## config.mk

```make
export PLATFORM = sky130hd
export DESIGN_NAME = unmc_ctrl
export DESIGN_NICKNAME = d
export VERILOG_FILES = /design/src/hdl/unmc_pkg.sv /design/src/hdl/unmc_irq.sv /design/src/hdl/unmc_ctrl.sv
export SDC_FILE = /design/constraint.sdc
export NUM_CORES = 1
export LEC_CHECK = 0
export BUFFER_PORTS_ARGS = -buffer_cell sky130_fd_sc_hd__buf_2
export CORE_UTILIZATION = 45
export CTS_BUF_LIST = sky130_fd_sc_hd__clkbuf_4 sky130_fd_sc_hd__clkbuf_8
export CTS_CLUSTER_DIAMETER = 200
export DETAILED_ROUTE_END_ITERATION = 8
export PLACE_DENSITY = 0.88
export SYNTH_ARGS = -nofsm -noshare
export SYNTH_HDL_FRONTEND = slang
export SYNTH_SLANG_ARGS = --single-unit
```

## constraint.sdc

```tcl
create_clock -name core_clk_in -period 2.1 [get_ports core_clk_in]
set_input_delay 0.42 -clock core_clk_in [delete_from_list [all_inputs] [get_ports core_clk_in]]
set_output_delay 0.42 -clock core_clk_in [all_outputs]
set_load 0.02 [all_outputs]
```

## src/hdl/unmc_pkg.sv

```systemverilog
package unmc_pkg;

	// register word offsets (byte addresses), chosen for this block
	localparam logic [3:0] NAK_FLAG_OFS   = 4'h0;
	localparam logic [3:0] NAK_MASK_OFS   = 4'h4;
	localparam logic [3:0] EP0_SIZE_OFS   = 4'h8;
	localparam logic [3:0] IRQ_STAT_OFS   = 4'hc;
	localparam logic [3:0] CMD_OFS        = 4'h0 + 4'h0;
	localparam logic [4:0] CMD_ADDR       = 5'h10;
	localparam logic [4:0] IRQ_MASK_ADDR  = 5'h14;

	// field positions
	localparam int ZLP_PEND_BIT   = 15;
	localparam int FIFO_VALID_BIT = 12;
	localparam int MAXPKT_W       = 7;

	// command codes and reset values
	localparam logic [7:0] CMD_SEND_ZLP_EP0 = 8'h01;
	localparam logic [6:0] MAXPKT_RST       = 7'h00;
	localparam logic [7:1] MASK_RST         = 7'h00;

	// interrupt status bits
	localparam int IRQ_W       = 3;
	localparam int IRQ_NAK     = 0;
	localparam int IRQ_ZLP_DONE = 1;
	localparam int IRQ_SETUP   = 2;

	// usb side events (single-cycle pulses on core clock, except fifo_has_data, a level)
	typedef struct packed {
		logic [7:1] nak_sent;
		logic       setup_rx;
		logic       zlp_sent;
		logic       fifo_has_data;
	} unmc_usb_ev_t;

	// avalon request
	typedef struct packed {
		logic [4:0]  address;
		logic        read;
		logic        write;
		logic [31:0] writedata;
	} unmc_av_req_t;

endpackage : unmc_pkg

```

## src/hdl/unmc_irq.sv

```systemverilog
// sticky status, mask and level interrupt
module unmc_irq (
	// clock and reset
	input  wire logic                        core_clk_in,
	input  wire logic                        rstn_in,
	// events and software access
	input  wire logic [unmc_pkg::IRQ_W-1:0] event_in,
	input  wire logic                        stat_rd_in,
	input  wire logic                        mask_wr_in,
	input  wire logic [unmc_pkg::IRQ_W-1:0] mask_data_in,
	// state out
	output logic      [unmc_pkg::IRQ_W-1:0] stat_out,
	output logic      [unmc_pkg::IRQ_W-1:0] mask_out,
	output logic                             irq_out
);

	typedef struct packed {
		logic [unmc_pkg::IRQ_W-1:0] stat;
		logic [unmc_pkg::IRQ_W-1:0] mask;
		logic                        irq;
	} unmc_irq_st_t;

	unmc_irq_st_t st_q;
	unmc_irq_st_t st_d;

	// read clears, new events win over the clear
	always_comb begin
		st_d = st_q;
		if (stat_rd_in) begin
			st_d.stat = '0;
		end
		st_d.stat = st_d.stat | event_in;
		if (mask_wr_in) begin
			st_d.mask = mask_data_in;
		end
		st_d.irq = |(st_d.stat & ~st_d.mask);
	end

	always_ff @(posedge core_clk_in) begin
		if (!rstn_in) begin
			st_q <= '0;
		end else begin
			st_q <= st_d;
		end
	end

	assign stat_out = st_q.stat;
	assign mask_out = st_q.mask;
	assign irq_out  = st_q.irq;

endmodule : unmc_irq

```

## src/hdl/unmc_ctrl.sv

```systemverilog
module unmc_ctrl (
	// clock and reset
	input  wire logic                  core_clk_in,
	input  wire logic                  rstn_in,
	// avalon-mm slave
	input  wire logic [4:0]            avs_address_in,
	input  wire logic                  avs_read_in,
	input  wire logic                  avs_write_in,
	input  wire logic [31:0]           avs_writedata_in,
	input  wire logic [3:0]            avs_byteenable_in,
	output logic      [31:0]           avs_readdata_out,
	output logic                       avs_waitrequest_out,
	// usb engine events
	input  wire unmc_pkg::unmc_usb_ev_t usb_ev_in,
	// outputs
	output logic                       nak_irq_pin_out,
	output logic                       irq_out
);

	////////////////////////////////////////////////////////////////////////
	// state

	typedef enum {
		UNMC_IDLE,
		UNMC_ACK
	} unmc_bus_st_t;

	typedef struct packed {
		unmc_bus_st_t bus;
		logic [31:0]  rdata;
		logic         waitreq;
		logic [7:1]   nak_flags;
		logic [7:1]   nak_pin_mask_bits;
		logic         zero_length_pending;
		logic         fifo_valid;
		logic [6:0]   max_pkt;
		logic         nak_pin;
	} unmc_st_t;

	unmc_st_t st_q;
	unmc_st_t st_d;

	// irq helper signals
	logic [unmc_pkg::IRQ_W-1:0] irq_ev;
	logic [unmc_pkg::IRQ_W-1:0] irq_stat;
	logic [unmc_pkg::IRQ_W-1:0] irq_mask;
	logic                        irq_level;
	logic                        stat_rd;
	logic                        mask_wr;
	logic                        take;
	logic [4:0]                  addr;

	////////////////////////////////////////////////////////////////////////
	// request decode

	// a request is taken once, in the idle cycle
	assign take = (avs_read_in || avs_write_in) && (st_q.bus == UNMC_IDLE);
	assign addr = avs_address_in;
	assign stat_rd = take && avs_read_in && (addr == {1'b0, unmc_pkg::IRQ_STAT_OFS});
	assign mask_wr = take && avs_write_in && (addr == unmc_pkg::IRQ_MASK_ADDR)
		&& avs_byteenable_in[0];

	// interrupt events
	assign irq_ev[unmc_pkg::IRQ_NAK]      = |usb_ev_in.nak_sent;
	assign irq_ev[unmc_pkg::IRQ_ZLP_DONE] = usb_ev_in.zlp_sent && st_q.zero_length_pending;
	assign irq_ev[unmc_pkg::IRQ_SETUP]    = usb_ev_in.setup_rx;

	////////////////////////////////////////////////////////////////////////
	// next state

	always_comb begin
		st_d = st_q;
		st_d.waitreq = 1'b1;
		// bus handshake: idle takes, ack answers with waitrequest low
		unique case (st_q.bus)
			UNMC_IDLE: begin
				if (take) begin
					st_d.bus = UNMC_ACK;
					st_d.waitreq = 1'b0;
					st_d.rdata = 32'h0000_0000;
					if (avs_read_in) begin
						unique case (addr)
							{1'b0, unmc_pkg::NAK_FLAG_OFS}: begin
								st_d.rdata[7:1] = st_q.nak_flags;
							end
							{1'b0, unmc_pkg::NAK_MASK_OFS}: begin
								st_d.rdata[7:1] = st_q.nak_pin_mask_bits;
							end
							{1'b0, unmc_pkg::EP0_SIZE_OFS}: begin
								st_d.rdata[unmc_pkg::ZLP_PEND_BIT] = st_q.zero_length_pending;
								st_d.rdata[unmc_pkg::FIFO_VALID_BIT] = st_q.fifo_valid;
								st_d.rdata[6:0] = st_q.max_pkt;
							end
							{1'b0, unmc_pkg::IRQ_STAT_OFS}: begin
								st_d.rdata[unmc_pkg::IRQ_W-1:0] = irq_stat;
							end
							unmc_pkg::IRQ_MASK_ADDR: begin
								st_d.rdata[unmc_pkg::IRQ_W-1:0] = irq_mask;
							end
							default: begin
								st_d.rdata = 32'h0000_0000;
							end
						endcase
					end
				end
			end
			UNMC_ACK: begin
				st_d.bus = UNMC_IDLE;
			end
		endcase

		// nak flags: software writes 1 to clear, each nak sets (set wins)
		if (take && avs_write_in && addr == {1'b0, unmc_pkg::NAK_FLAG_OFS}
			&& avs_byteenable_in[0]) begin
			st_d.nak_flags = st_q.nak_flags & ~avs_writedata_in[7:1];
		end
		st_d.nak_flags = st_d.nak_flags | usb_ev_in.nak_sent;

		// mask bits
		if (take && avs_write_in && addr == {1'b0, unmc_pkg::NAK_MASK_OFS}
			&& avs_byteenable_in[0]) begin
			st_d.nak_pin_mask_bits = avs_writedata_in[7:1];
		end

		// max packet size
		if (take && avs_write_in && addr == {1'b0, unmc_pkg::EP0_SIZE_OFS}
			&& avs_byteenable_in[0]) begin
			st_d.max_pkt = avs_writedata_in[6:0];
		end

		// zero-length pending: clear on send, set by command (set wins)
		if (usb_ev_in.zlp_sent) begin
			st_d.zero_length_pending = 1'b0;
		end
		if (take && avs_write_in && addr == unmc_pkg::CMD_ADDR && avs_byteenable_in[0]
			&& avs_writedata_in[7:0] == unmc_pkg::CMD_SEND_ZLP_EP0) begin
			st_d.zero_length_pending = 1'b1;
		end

		// fifo valid follows fill state, setup token forces zero
		st_d.fifo_valid = usb_ev_in.fifo_has_data && !usb_ev_in.setup_rx;

		// nak pin level from new flags and mask
		st_d.nak_pin = |(st_d.nak_flags & ~st_d.nak_pin_mask_bits);
	end

	////////////////////////////////////////////////////////////////////////
	// registers

	always_ff @(posedge core_clk_in) begin
		if (!rstn_in) begin
			st_q <= '{
				bus:                 UNMC_IDLE,
				rdata:               32'h0000_0000,
				waitreq:             1'b1,
				nak_flags:           7'h00,
				nak_pin_mask_bits:   unmc_pkg::MASK_RST,
				zero_length_pending: 1'b0,
				fifo_valid:          1'b0,
				max_pkt:             unmc_pkg::MAXPKT_RST,
				nak_pin:             1'b0
			};
		end else begin
			st_q <= st_d;
		end
	end

	////////////////////////////////////////////////////////////////////////
	// interrupt block

	unmc_irq u_irq (
		.core_clk_in  (core_clk_in),
		.rstn_in      (rstn_in),
		.event_in     (irq_ev),
		.stat_rd_in   (stat_rd),
		.mask_wr_in   (mask_wr),
		.mask_data_in (avs_writedata_in[unmc_pkg::IRQ_W-1:0]),
		.stat_out     (irq_stat),
		.mask_out     (irq_mask),
		.irq_out      (irq_level)
	);

	// outputs
	assign avs_readdata_out    = st_q.rdata;
	assign avs_waitrequest_out = st_q.waitreq;
	assign nak_irq_pin_out     = st_q.nak_pin;
	assign irq_out             = irq_level;

endmodule : unmc_ctrl

```

==> results of run 1 <==
-- layer usage --
layer	up-vias	track usage	part of all wire
met1	884	0.276	0.45
met5	-	0	0
met3	6	0.0528	0.079
li1	937	-	-
met2	89	0.316	0.46
met4	0	0.0915	0.015
-- worst max path at each step --
| stage | cells past startpoint | end |
|---|---|---|
| after floorplan | 7 | nak_irq_pin_out |
| after global placement | 6 | nak_irq_pin_out |
| after detailed placement | 7 | nak_irq_pin_out |
| after CTS | 6 | nak_irq_pin_out |
| after global routing | 6 | nak_irq_pin_out |
| final | 6 | nak_irq_pin_out |
-- logic make-up (layout without fill, tap and decap cells) --
family,after synthesis,after routing,synth area share
buf+inv,47,64,0.141
other cells,1,22,0.00168
compound gates,53,53,0.158
simple gates,104,104,0.242
mux,15,15,0.0713
flops,43,43,0.386
-- through the flow --
stage                util  hold WS (ns)  cell area (sq um)  total power, uW  cells
detailed placement  0.503         0.444               2390             1070    361
global route        0.521         0.313               2480             1650    368
floorplan               -         0.432               2310             1020    284
finish              0.521         0.320               2480             1590    368
CTS                 0.521         0.304               2480             1600    368
global placement    0.503         0.438               2390             1060    361
-- synthesized netlist by cell type --
cell type,n
buf_2,2
mux2_4,1
inv_1,3
buf_6,1
nor3_2,1
clkinv_1,1
or4b_2,1
nor4_2,1
a21o_1,4
nor4_1,1
a21oi_2,1
mux2_2,3
a22oi_1,11
a31oi_1,3
nor2b_1,2
o22ai_1,1
buf_4,34
o311ai_0,1
nor3b_1,2
a22o_1,3
and3_1,2
nor4b_4,1
or2_2,1
nand2b_1,2
a21oi_1,19
o21bai_1,1
nor2_1,34
nand3_1,12
a221o_1,1
clkbuf_1,6
nor4bb_4,1
mux2i_1,11
a32oi_1,1
dfxtp_1,43
nor4b_1,1
o2111ai_1,2
o41a_1,1
o21ai_0,4
and2_1,9
and3b_1,1
nor3_1,4
conb_1,1
nand4_1,3
nand2_1,25
-- state kept, by name, indices dropped and copies added (netlist names) --
signal               count
u_irq.irq_out            1
avs_waitrequest_out      1
avs_readdata_out        10
st_q                    24
u_irq.stat_out           3
u_irq.mask_out           3
nak_irq_pin_out          1
-- worst max-delay path, cell delays in order, from the launching register on --
cell and delay (ns):
dfxtp_1 0.38, nor4bb_4 0.29, buf_4 0.22, o2111ai_1 0.13, a22oi_1 0.21, o311ai_0 0.18, o41a_1 0.44
-- power by group through the flow --
stage / combinational, uW / clock (uW) / sequential [uW]
2_1_floorplan: 152 / 0 / 868
3_3_place_gp: 198 / 0 / 865
3_5_place_dp: 201 / 0 / 867
4_1_cts: 202 / 547 / 848
5_1_grt: 225 / 577 / 850
6_report: 204 / 534 / 848
-- cell type report --
type                    count  area share
clock inverters             1     0.00202
well taps                  67      0.0338
flip-flops and latches     43       0.347
multi-input cells         194       0.457
clock buffers               6      0.0333
repair buffers             53       0.120
inverters                   4     0.00606
==> results.ini, run 1 <==
[status]
status = finished, final reports clean

[worst_setup_path]
worstSetupStartpointType = flip-flop
crit_type = reg2reg
critPathLaunch = st_q[57]
r2r_cells = 6
crit_path_max_fanout = 11
worstPathRequired_ns = 2.29
r2r-end = nak_irq_pin_out
cp.arrival_ns = 2.14
r2r_start = st_q[57]
reg2reg_setup_slack_ns = 0.14
endpoint_kind = flip-flop

[floorplanning]
start_util = 0.469
rows = 25
die_w_um = 72.4
die_y_um = 72.4
io_pins = 90
dieArea_sq_mm = 0.00524
coreArea_sq_mm = 0.00475

[cts]
cts_setup_buffers = 0
cts_buffer_depth = 2
cts_buffers = 5
cts_resized = 0
cts-htree-levels = 2
cts_root_buffer = clkbuf_8
insertion_delay_ns = 0.30
cts_sinks = 43
clk_pin_slew_ns = 0.08
cts_tree = built
postCtsHoldBufs = 0

[final_layout]
nFillCells = 469
drive_above_1_share = 0.236
diodes = 0
seqCellArea_sq_um = 861
multi_input_comb_area_sq_mm = 0.00113
final_cell_mix = dfxtp_1 (43), buf_2 (40), nor2_1 (34)
layout_commonest_cell = dfxtp_1
nNetsFinal = 356
area_growth_pct = 11.2

[flow_run]
drv_cap = 0

[worst_hold_path]
hold_end = st_q[8]
hold_class = in2reg
min_from = usb_ev_in[2]
whs_path_depth = 2

[timing]
rsz0062_at_grt = no
maxSlewViolCount = 0
min_period_ns = 1.96
final_hold_viol_count = 0
finalWorstSetupSlack_ns = 0.144
fin_tns_setup_ns = 0
post-route-period-util = 0.932
fmax_mhz = 511
setup_violations = 0
fin_skew_ns = 0.00402

[power]
seq_power_share = 0.535
p_int_uw = 1160
leakage_uw = 0.00109
power_switching_uw = 427
power.density_mw_per_mm2 = 640
swShare = 0.269
combPwrFrac = 0.129
p_clk_frac = 0.337
peakVddDrop_mv = 0.297

[drt]
routedWlPerCell_um = 13.8
final_antenna_net_count = 0
drt_iter0_drc = 144
wl_mm = 5.07
viasPerCell = 5.21
num_vias = 1916
drc = 0
drt_first_pass_iters = 4

[yosys]
syn_area_per_cell_sq_um = 8.48
syn_area_sq_mm = 0.00223
yosys_warnings = 0
synthDistinctLibCells = 44
ys_ff_latch = 43
seq_area_frac_synth = 0.386
netlist.area_leader.share = 0.386
postSynthCellCount = 263
yosys.area.top_type = dfxtp_1
synth_area_leaders = dfxtp_1 (39%), buf_4 (11%), nor2_1 (5.7%)

[placement]
port_buffers = 40
gp_congestion = 0.907
place_hpwl_mm = 3.76
post-place-ws_ns = 0.0197

[grt]
grtUsageTotal = 0.207
grt_max_degree = 37
grt_first_pass_wirelength_mm = 8.22
grt-ovfl-total = 0
antenna_found_initial = 0
grt_pass1_vias = 1726

Note: power is estimated with default switching activity, not from simulation.
==> run 2, diff against run 1 <==
Settings changed: ABC_AREA set to 0, CELL_PAD_IN_SITES_DETAIL_PLACEMENT set to 0, CELL_PAD_IN_SITES_GLOBAL_PLACEMENT set to 1, CORE_UTILIZATION 45 to 32.
==> run 2 against run 1 <==
Clock-buffer cell count down 1. Wire length grew 5.6%. Critical path type unchanged. Die area increased by 39%. Non-clock buffer count increased by 3. Highest routed layer unchanged. Global-route usage fell by 5.0 points.
==> results.ini, run 2 (synthesis gave the netlist of run 1 again) <==
[cts]
cts_root_buffer = clkbuf_8  ; unchanged
cts-htree-levels = 2  ; unchanged
cts_buffer_depth = 2  ; unchanged
cts_buffers = 5  ; unchanged
clk_pin_slew_ns = 0.09  ; was 0.08 ns
cts_sinks = 43  ; unchanged
insertion_delay_ns = 0.30  ; about the same
cts_tree = built  ; unchanged
cts_setup_buffers = 0  ; unchanged
postCtsHoldBufs = 0  ; unchanged
cts_resized = 0  ; unchanged

[worst_setup_path]
endpoint_kind = flip-flop  ; unchanged
cp.arrival_ns = 2.15  ; was 2.14 ns
crit_path_max_fanout = 11  ; unchanged
r2r_cells = 6  ; unchanged
endpoint = nak_irq_pin_out  ; unchanged
worstPathRequired_ns = 2.29  ; about the same
crit_type = reg2reg  ; unchanged
r2r-end = nak_irq_pin_out  ; unchanged
worstSetupStartpointType = flip-flop  ; unchanged
r2r_start = st_q[57]  ; unchanged
reg2reg_setup_slack_ns = 0.14  ; about the same
critPathLaunch = st_q[57]  ; unchanged

[timing]
fmax_mhz = 511  ; about the same
finalWorstSetupSlack_ns = 0.143  ; was 0.144 ns
fin_tns_setup_ns = 0  ; unchanged
maxSlewViolCount = 0  ; unchanged
final_hold_viol_count = 0  ; unchanged
post-route-period-util = 0.932  ; about the same
rsz0062_at_grt = no  ; unchanged
setup_violations = 0  ; unchanged
fin_skew_ns = 0.0109  ; was 0.00402 ns
min_period_ns = 1.96  ; about the same

[final_layout]
nFillCells = 711  ; was 469
largest_reg_flops = 24  ; unchanged
drive_above_1_share = 0.246  ; was 0.236
nNetsFinal = 359  ; was 356
diodes = 0  ; unchanged
final_cell_mix = dfxtp_1 (43), buf_2 (40), nor2_1 (34)  ; unchanged
largest_register = st_q  ; unchanged
area_growth_pct = 13.2  ; was 11.2%
layout_commonest_cell = dfxtp_1  ; unchanged

[drt]
drt_iter0_drc = 99  ; was 144
final_antenna_net_count = 0  ; unchanged
routedWlPerCell_um = 13.9  ; was 13.8 um
viasPerCell = 4.95  ; was 5.21
drt_first_pass_iters = 4  ; unchanged
num_vias = 1905  ; was 1916
wl_mm = 5.35  ; was 5.07 mm
drc = 0  ; unchanged

[status]
status = finished, final reports clean  ; unchanged

[worst_hold_path]
hold_class = in2reg  ; unchanged

[floorplanning]
coreArea_sq_mm = 0.00676  ; was 0.00475 sq mm
io_pins = 90  ; unchanged
die_y_um = 85.5  ; was 72.4 um
dieArea_sq_mm = 0.00731  ; was 0.00524 sq mm
start_util = 0.330  ; was 0.469
die_w_um = 85.5  ; was 72.4 um
rows = 30  ; was 25

[power]
peakVddDrop_mv = 0.253  ; was 0.297 mV
power.density_mw_per_mm2 = 635  ; was 640 mW/mm^2
leakage_uw = 0.00110  ; was 0.00109 uW

[grt]
grtUsageTotal = 0.157  ; was 0.207
grt_first_pass_wirelength_mm = 8.87  ; was 8.22 mm
grt_max_degree = 18  ; was 37
grt_pass1_vias = 1779  ; was 1726
grt-ovfl-total = 0  ; unchanged
antenna_found_initial = 0  ; unchanged

[placement]
port_buffers = 40  ; unchanged
place_hpwl_mm = 4.23  ; was 3.76 mm
gp_congestion = 0.888  ; was 0.907
post-place-ws_ns = 0.0271  ; was 0.0197 ns

[flow_run]
drv_cap = 0  ; unchanged

run 2: area by class of cell:
cell class                 count  area [sq um]  share of cell area
multi-input combinational    194          1130               0.449
sequential                    43           861               0.341
timing repair buffer          56           320               0.127
tap                           80           100              0.0397
clock buffer                   5          68.8              0.0273
clock inverter                 3          25.0             0.00992
inverter                       4          15.0             0.00595
run 2: worst min-delay path by stage:
| stage | cells past startpoint | slack [ns] | to | from |
|---|---|---|---|---|
| floorplan | 2 | 0.43 | avs_readdata_out[12] | avs_readdata_out[12] |
| global placement | 2 | 0.44 | avs_readdata_out[12] | avs_readdata_out[12] |
| detailed placement | 2 | 0.45 | avs_readdata_out[12] | avs_readdata_out[12] |
| CTS | 2 | 0.30 | st_q[8] | usb_ev_in[2] |
| global route | 2 | 0.31 | st_q[8] | usb_ev_in[2] |
| finish | 2 | 0.32 | st_q[8] | usb_ev_in[2] |
run 2: report_power, final:
part / internal [uW] / switching [uW]
clock: 238 / 305
combinational: 70.9 / 141
sequential: 834 / 12.9
run 2: per-layer routing:
| layer | vias to the layer above | GRT usage | wire, um |
|---|---|---|---|
| met5 | - | 0 | 0 |
| met4 | 0 | 0.0667 | 75 |
| met3 | 7 | 0.0311 | 310 |
| met2 | 69 | 0.233 | 2290 |
| met1 | 885 | 0.221 | 2670 |
| li1 | 944 | - | - |
run 2: worst max-delay path, cell delays in order, from the launching register on:
cell and delay, ns:
dfxtp_1 0.38, nor4bb_4 0.28, buf_4 0.21, o2111ai_1 0.12, a22oi_1 0.21, o311ai_0 0.18, o41a_1 0.45
run 2: through the flow:
step | hold slack [ns] | total power (uW) | cell area, sq um | util | std cells
2_1_floorplan | 0.432 | 1020 | 2310 | - | 284
3_3_place_gp | 0.445 | 1070 | 2430 | 0.360 | 377
3_5_place_dp | 0.449 | 1080 | 2430 | 0.360 | 377
4_1_cts | 0.305 | 1620 | 2520 | 0.374 | 385
5_1_grt | 0.308 | 1680 | 2520 | 0.374 | 385
6_report | 0.316 | 1600 | 2520 | 0.374 | 385
==> run 3, diff against run 2 <==
Settings changed: BUFFER_PORTS_ARGS -buffer_cell sky130_fd_sc_hd__buf_2 to not set, CORE_UTILIZATION 32 to 42, DONT_BUFFER_PORTS set to 1, MAX_ROUTING_LAYER set to met4, PLACE_DENSITY 0.88 to 0.87.
Clock period 2.1 ns to 1.8 ns, I/O delays scaled along.
==> run 3 against run 2 <==
Register-to-register slack worse by 0.13 ns. Sequential power increased by 17%. Clock skew is 0.0037 ns lower. Largest cell class unchanged. Highest routed layer unchanged.
==> results.ini, run 3 (synthesis gave the netlist of run 1 again) <==
[drt]
viasPerCell = 5.27  ; was 4.95
routedWlPerCell_um = 15.2  ; was 13.9 um
drt_first_pass_iters = 4  ; unchanged
wl_mm = 5.17  ; was 5.35 mm
final_antenna_net_count = 0  ; unchanged
num_vias = 1792  ; was 1905
drc = 0  ; unchanged
drt_iter0_drc = 158  ; was 99

[timing]
post-route-period-util = 0.994  ; was 0.932
setup_violations = 0  ; unchanged
fin_skew_ns = 0.00720  ; was 0.0109 ns
finalWorstSetupSlack_ns = 0.0112  ; was 0.143 ns
final_hold_viol_count = 0  ; unchanged
rsz0062_at_grt = yes  ; was no
maxSlewViolCount = 0  ; unchanged
fin_tns_setup_ns = 0  ; unchanged
fmax_mhz = 559  ; was 511 MHz
min_period_ns = 1.79  ; was 1.96 ns

[final_layout]
largest_reg_flops = 24  ; unchanged
layout_commonest_cell = dfxtp_1  ; unchanged
diodes = 0  ; unchanged
largest_register = st_q  ; unchanged
drive_above_1_share = 0.167  ; was 0.246
area_growth_pct = 6.90  ; was 13.2%
fin_cells = 340  ; was 385
final_cell_mix = dfxtp_1 (42), nor2_1 (34), nand2_1 (24)  ; was dfxtp_1 (43), buf_2 (40), nor2_1 (34)
nNetsFinal = 324  ; was 359
fin_area_sq_mm = 0.00238  ; was 0.00252 sq mm

[cts]
cts_root_buffer = clkbuf_8  ; unchanged
cts_buffers = 5  ; unchanged
cts_tree = built  ; unchanged
insertion_delay_ns = 0.30  ; about the same
clk_pin_slew_ns = 0.09  ; about the same
postCtsHoldBufs = 0  ; unchanged
cts_buffer_depth = 2  ; unchanged
cts_sinks = 43  ; unchanged
cts-htree-levels = 2  ; unchanged

[worst_setup_path]
worstSetupStartpointType = flip-flop  ; unchanged
reg2reg_setup_slack_ns = 0.01  ; was 0.14 ns
endpoint_kind = flip-flop  ; unchanged
cp.arrival_ns = 1.97  ; was 2.15 ns
crit_type = reg2reg  ; unchanged
crit_path_max_fanout = 9  ; was 11
worstPathRequired_ns = 1.99  ; was 2.29 ns
r2r_start = st_q[57]  ; unchanged
critPathLaunch = st_q[57]  ; unchanged

[placement]
gp_congestion = 0.903  ; was 0.888
dp.cells = 331  ; was 377
placed_area_sq_mm = 0.00228  ; was 0.00243 sq mm
place_hpwl_mm = 3.99  ; was 4.23 mm
port_buffers = 0  ; was 40
post-place-ws_ns = -0.0512  ; was 0.0271 ns

[grt]
grt_first_pass_wirelength_mm = 8.20  ; was 8.87 mm
grt_max_degree = 24  ; was 18
antenna_found_initial = 0  ; unchanged
grt_pass1_vias = 1673  ; was 1779
grtUsageTotal = 0.202  ; was 0.157
grt-ovfl-total = 0  ; unchanged

[power]
peakVddDrop_mv = 0.243  ; was 0.253 mV
power_uw = 1790  ; was 1600 uW
power.density_mw_per_mm2 = 750  ; was 635 mW/mm^2
leakage_uw = 0.000977  ; was 0.00110 uW

[floorplanning]
io_pins = 90  ; unchanged
rows = 26  ; was 30
dieArea_sq_mm = 0.00560  ; was 0.00731 sq mm
start_util = 0.437  ; was 0.330
die_y_um = 74.9  ; was 85.5 um
coreArea_sq_mm = 0.00511  ; was 0.00676 sq mm
die_w_um = 74.9  ; was 85.5 um

[status]
status = finished, final reports clean  ; unchanged

[worst_hold_path]
min_from = usb_ev_in[2]  ; unchanged
hold_class = in2reg  ; unchanged

[flow_run]
drv_cap = 0  ; unchanged

[run 3: cell count changes in the layout (fill, tap and decap cells not counted), sizes merged]
cell | before | now
clkinvlp | 1 | 2
buf | 56 | 21
clkinv | 3 | 2
[run 3: where the power goes]
part	switching (uW)	total, uW	internal (uW)	leakage, uW
Combinational	110	176	66.4	0.000585
Sequential	21.1	995	974	0.000351
Clock	347	617	270	0.0000402
[run 3: worst paths after layout]
path	end	cells after the start
max	nak_irq_pin_out	7
min	st_q[8]	1
max reg2reg	nak_irq_pin_out	7
min reg2reg	st_q[3]	2
[run 3: critical path, stage by stage (launching register included)]
cell and delay, ns:
dfxtp_2 0.34, nor4bb_4 0.27, buf_6 0.18, buf_4 0.12, nand2_4 0.07, mux2i_1 0.13, and2_1 0.15, o41a_1 0.41
[run 3: layout make-up]
type	instances	area, sq um
fillers	533	2720
multi-input cells	194	1170
flip-flops and latches	43	862
repair buffers	21	161
well taps	70	87.6
clock buffers	5	68.8
clock inverters	3	20.0
inverters	4	15.0
[run 3: metal layers]
metal,routed length [um],global-route usage
met1,2370,0.272
met2,2320,0.300
met3,426,0.0549
met4,57,0.0503
met5,0,-
[run 3: through the flow]
stage	utilization	hold WS [ns]
6_report	0.467	0.120
3_5_place_dp	0.446	0.441
3_3_place_gp	0.446	0.439
2_1_floorplan	-	0.432
4_1_cts	0.466	0.119
5_1_grt	0.467	0.113
[run 3: what timing repair did]
action | in CTS | in global routing
setup buffers | 1 | 0
gates resized for setup | 2 | 1
setup endpoints to repair | 1 | 1
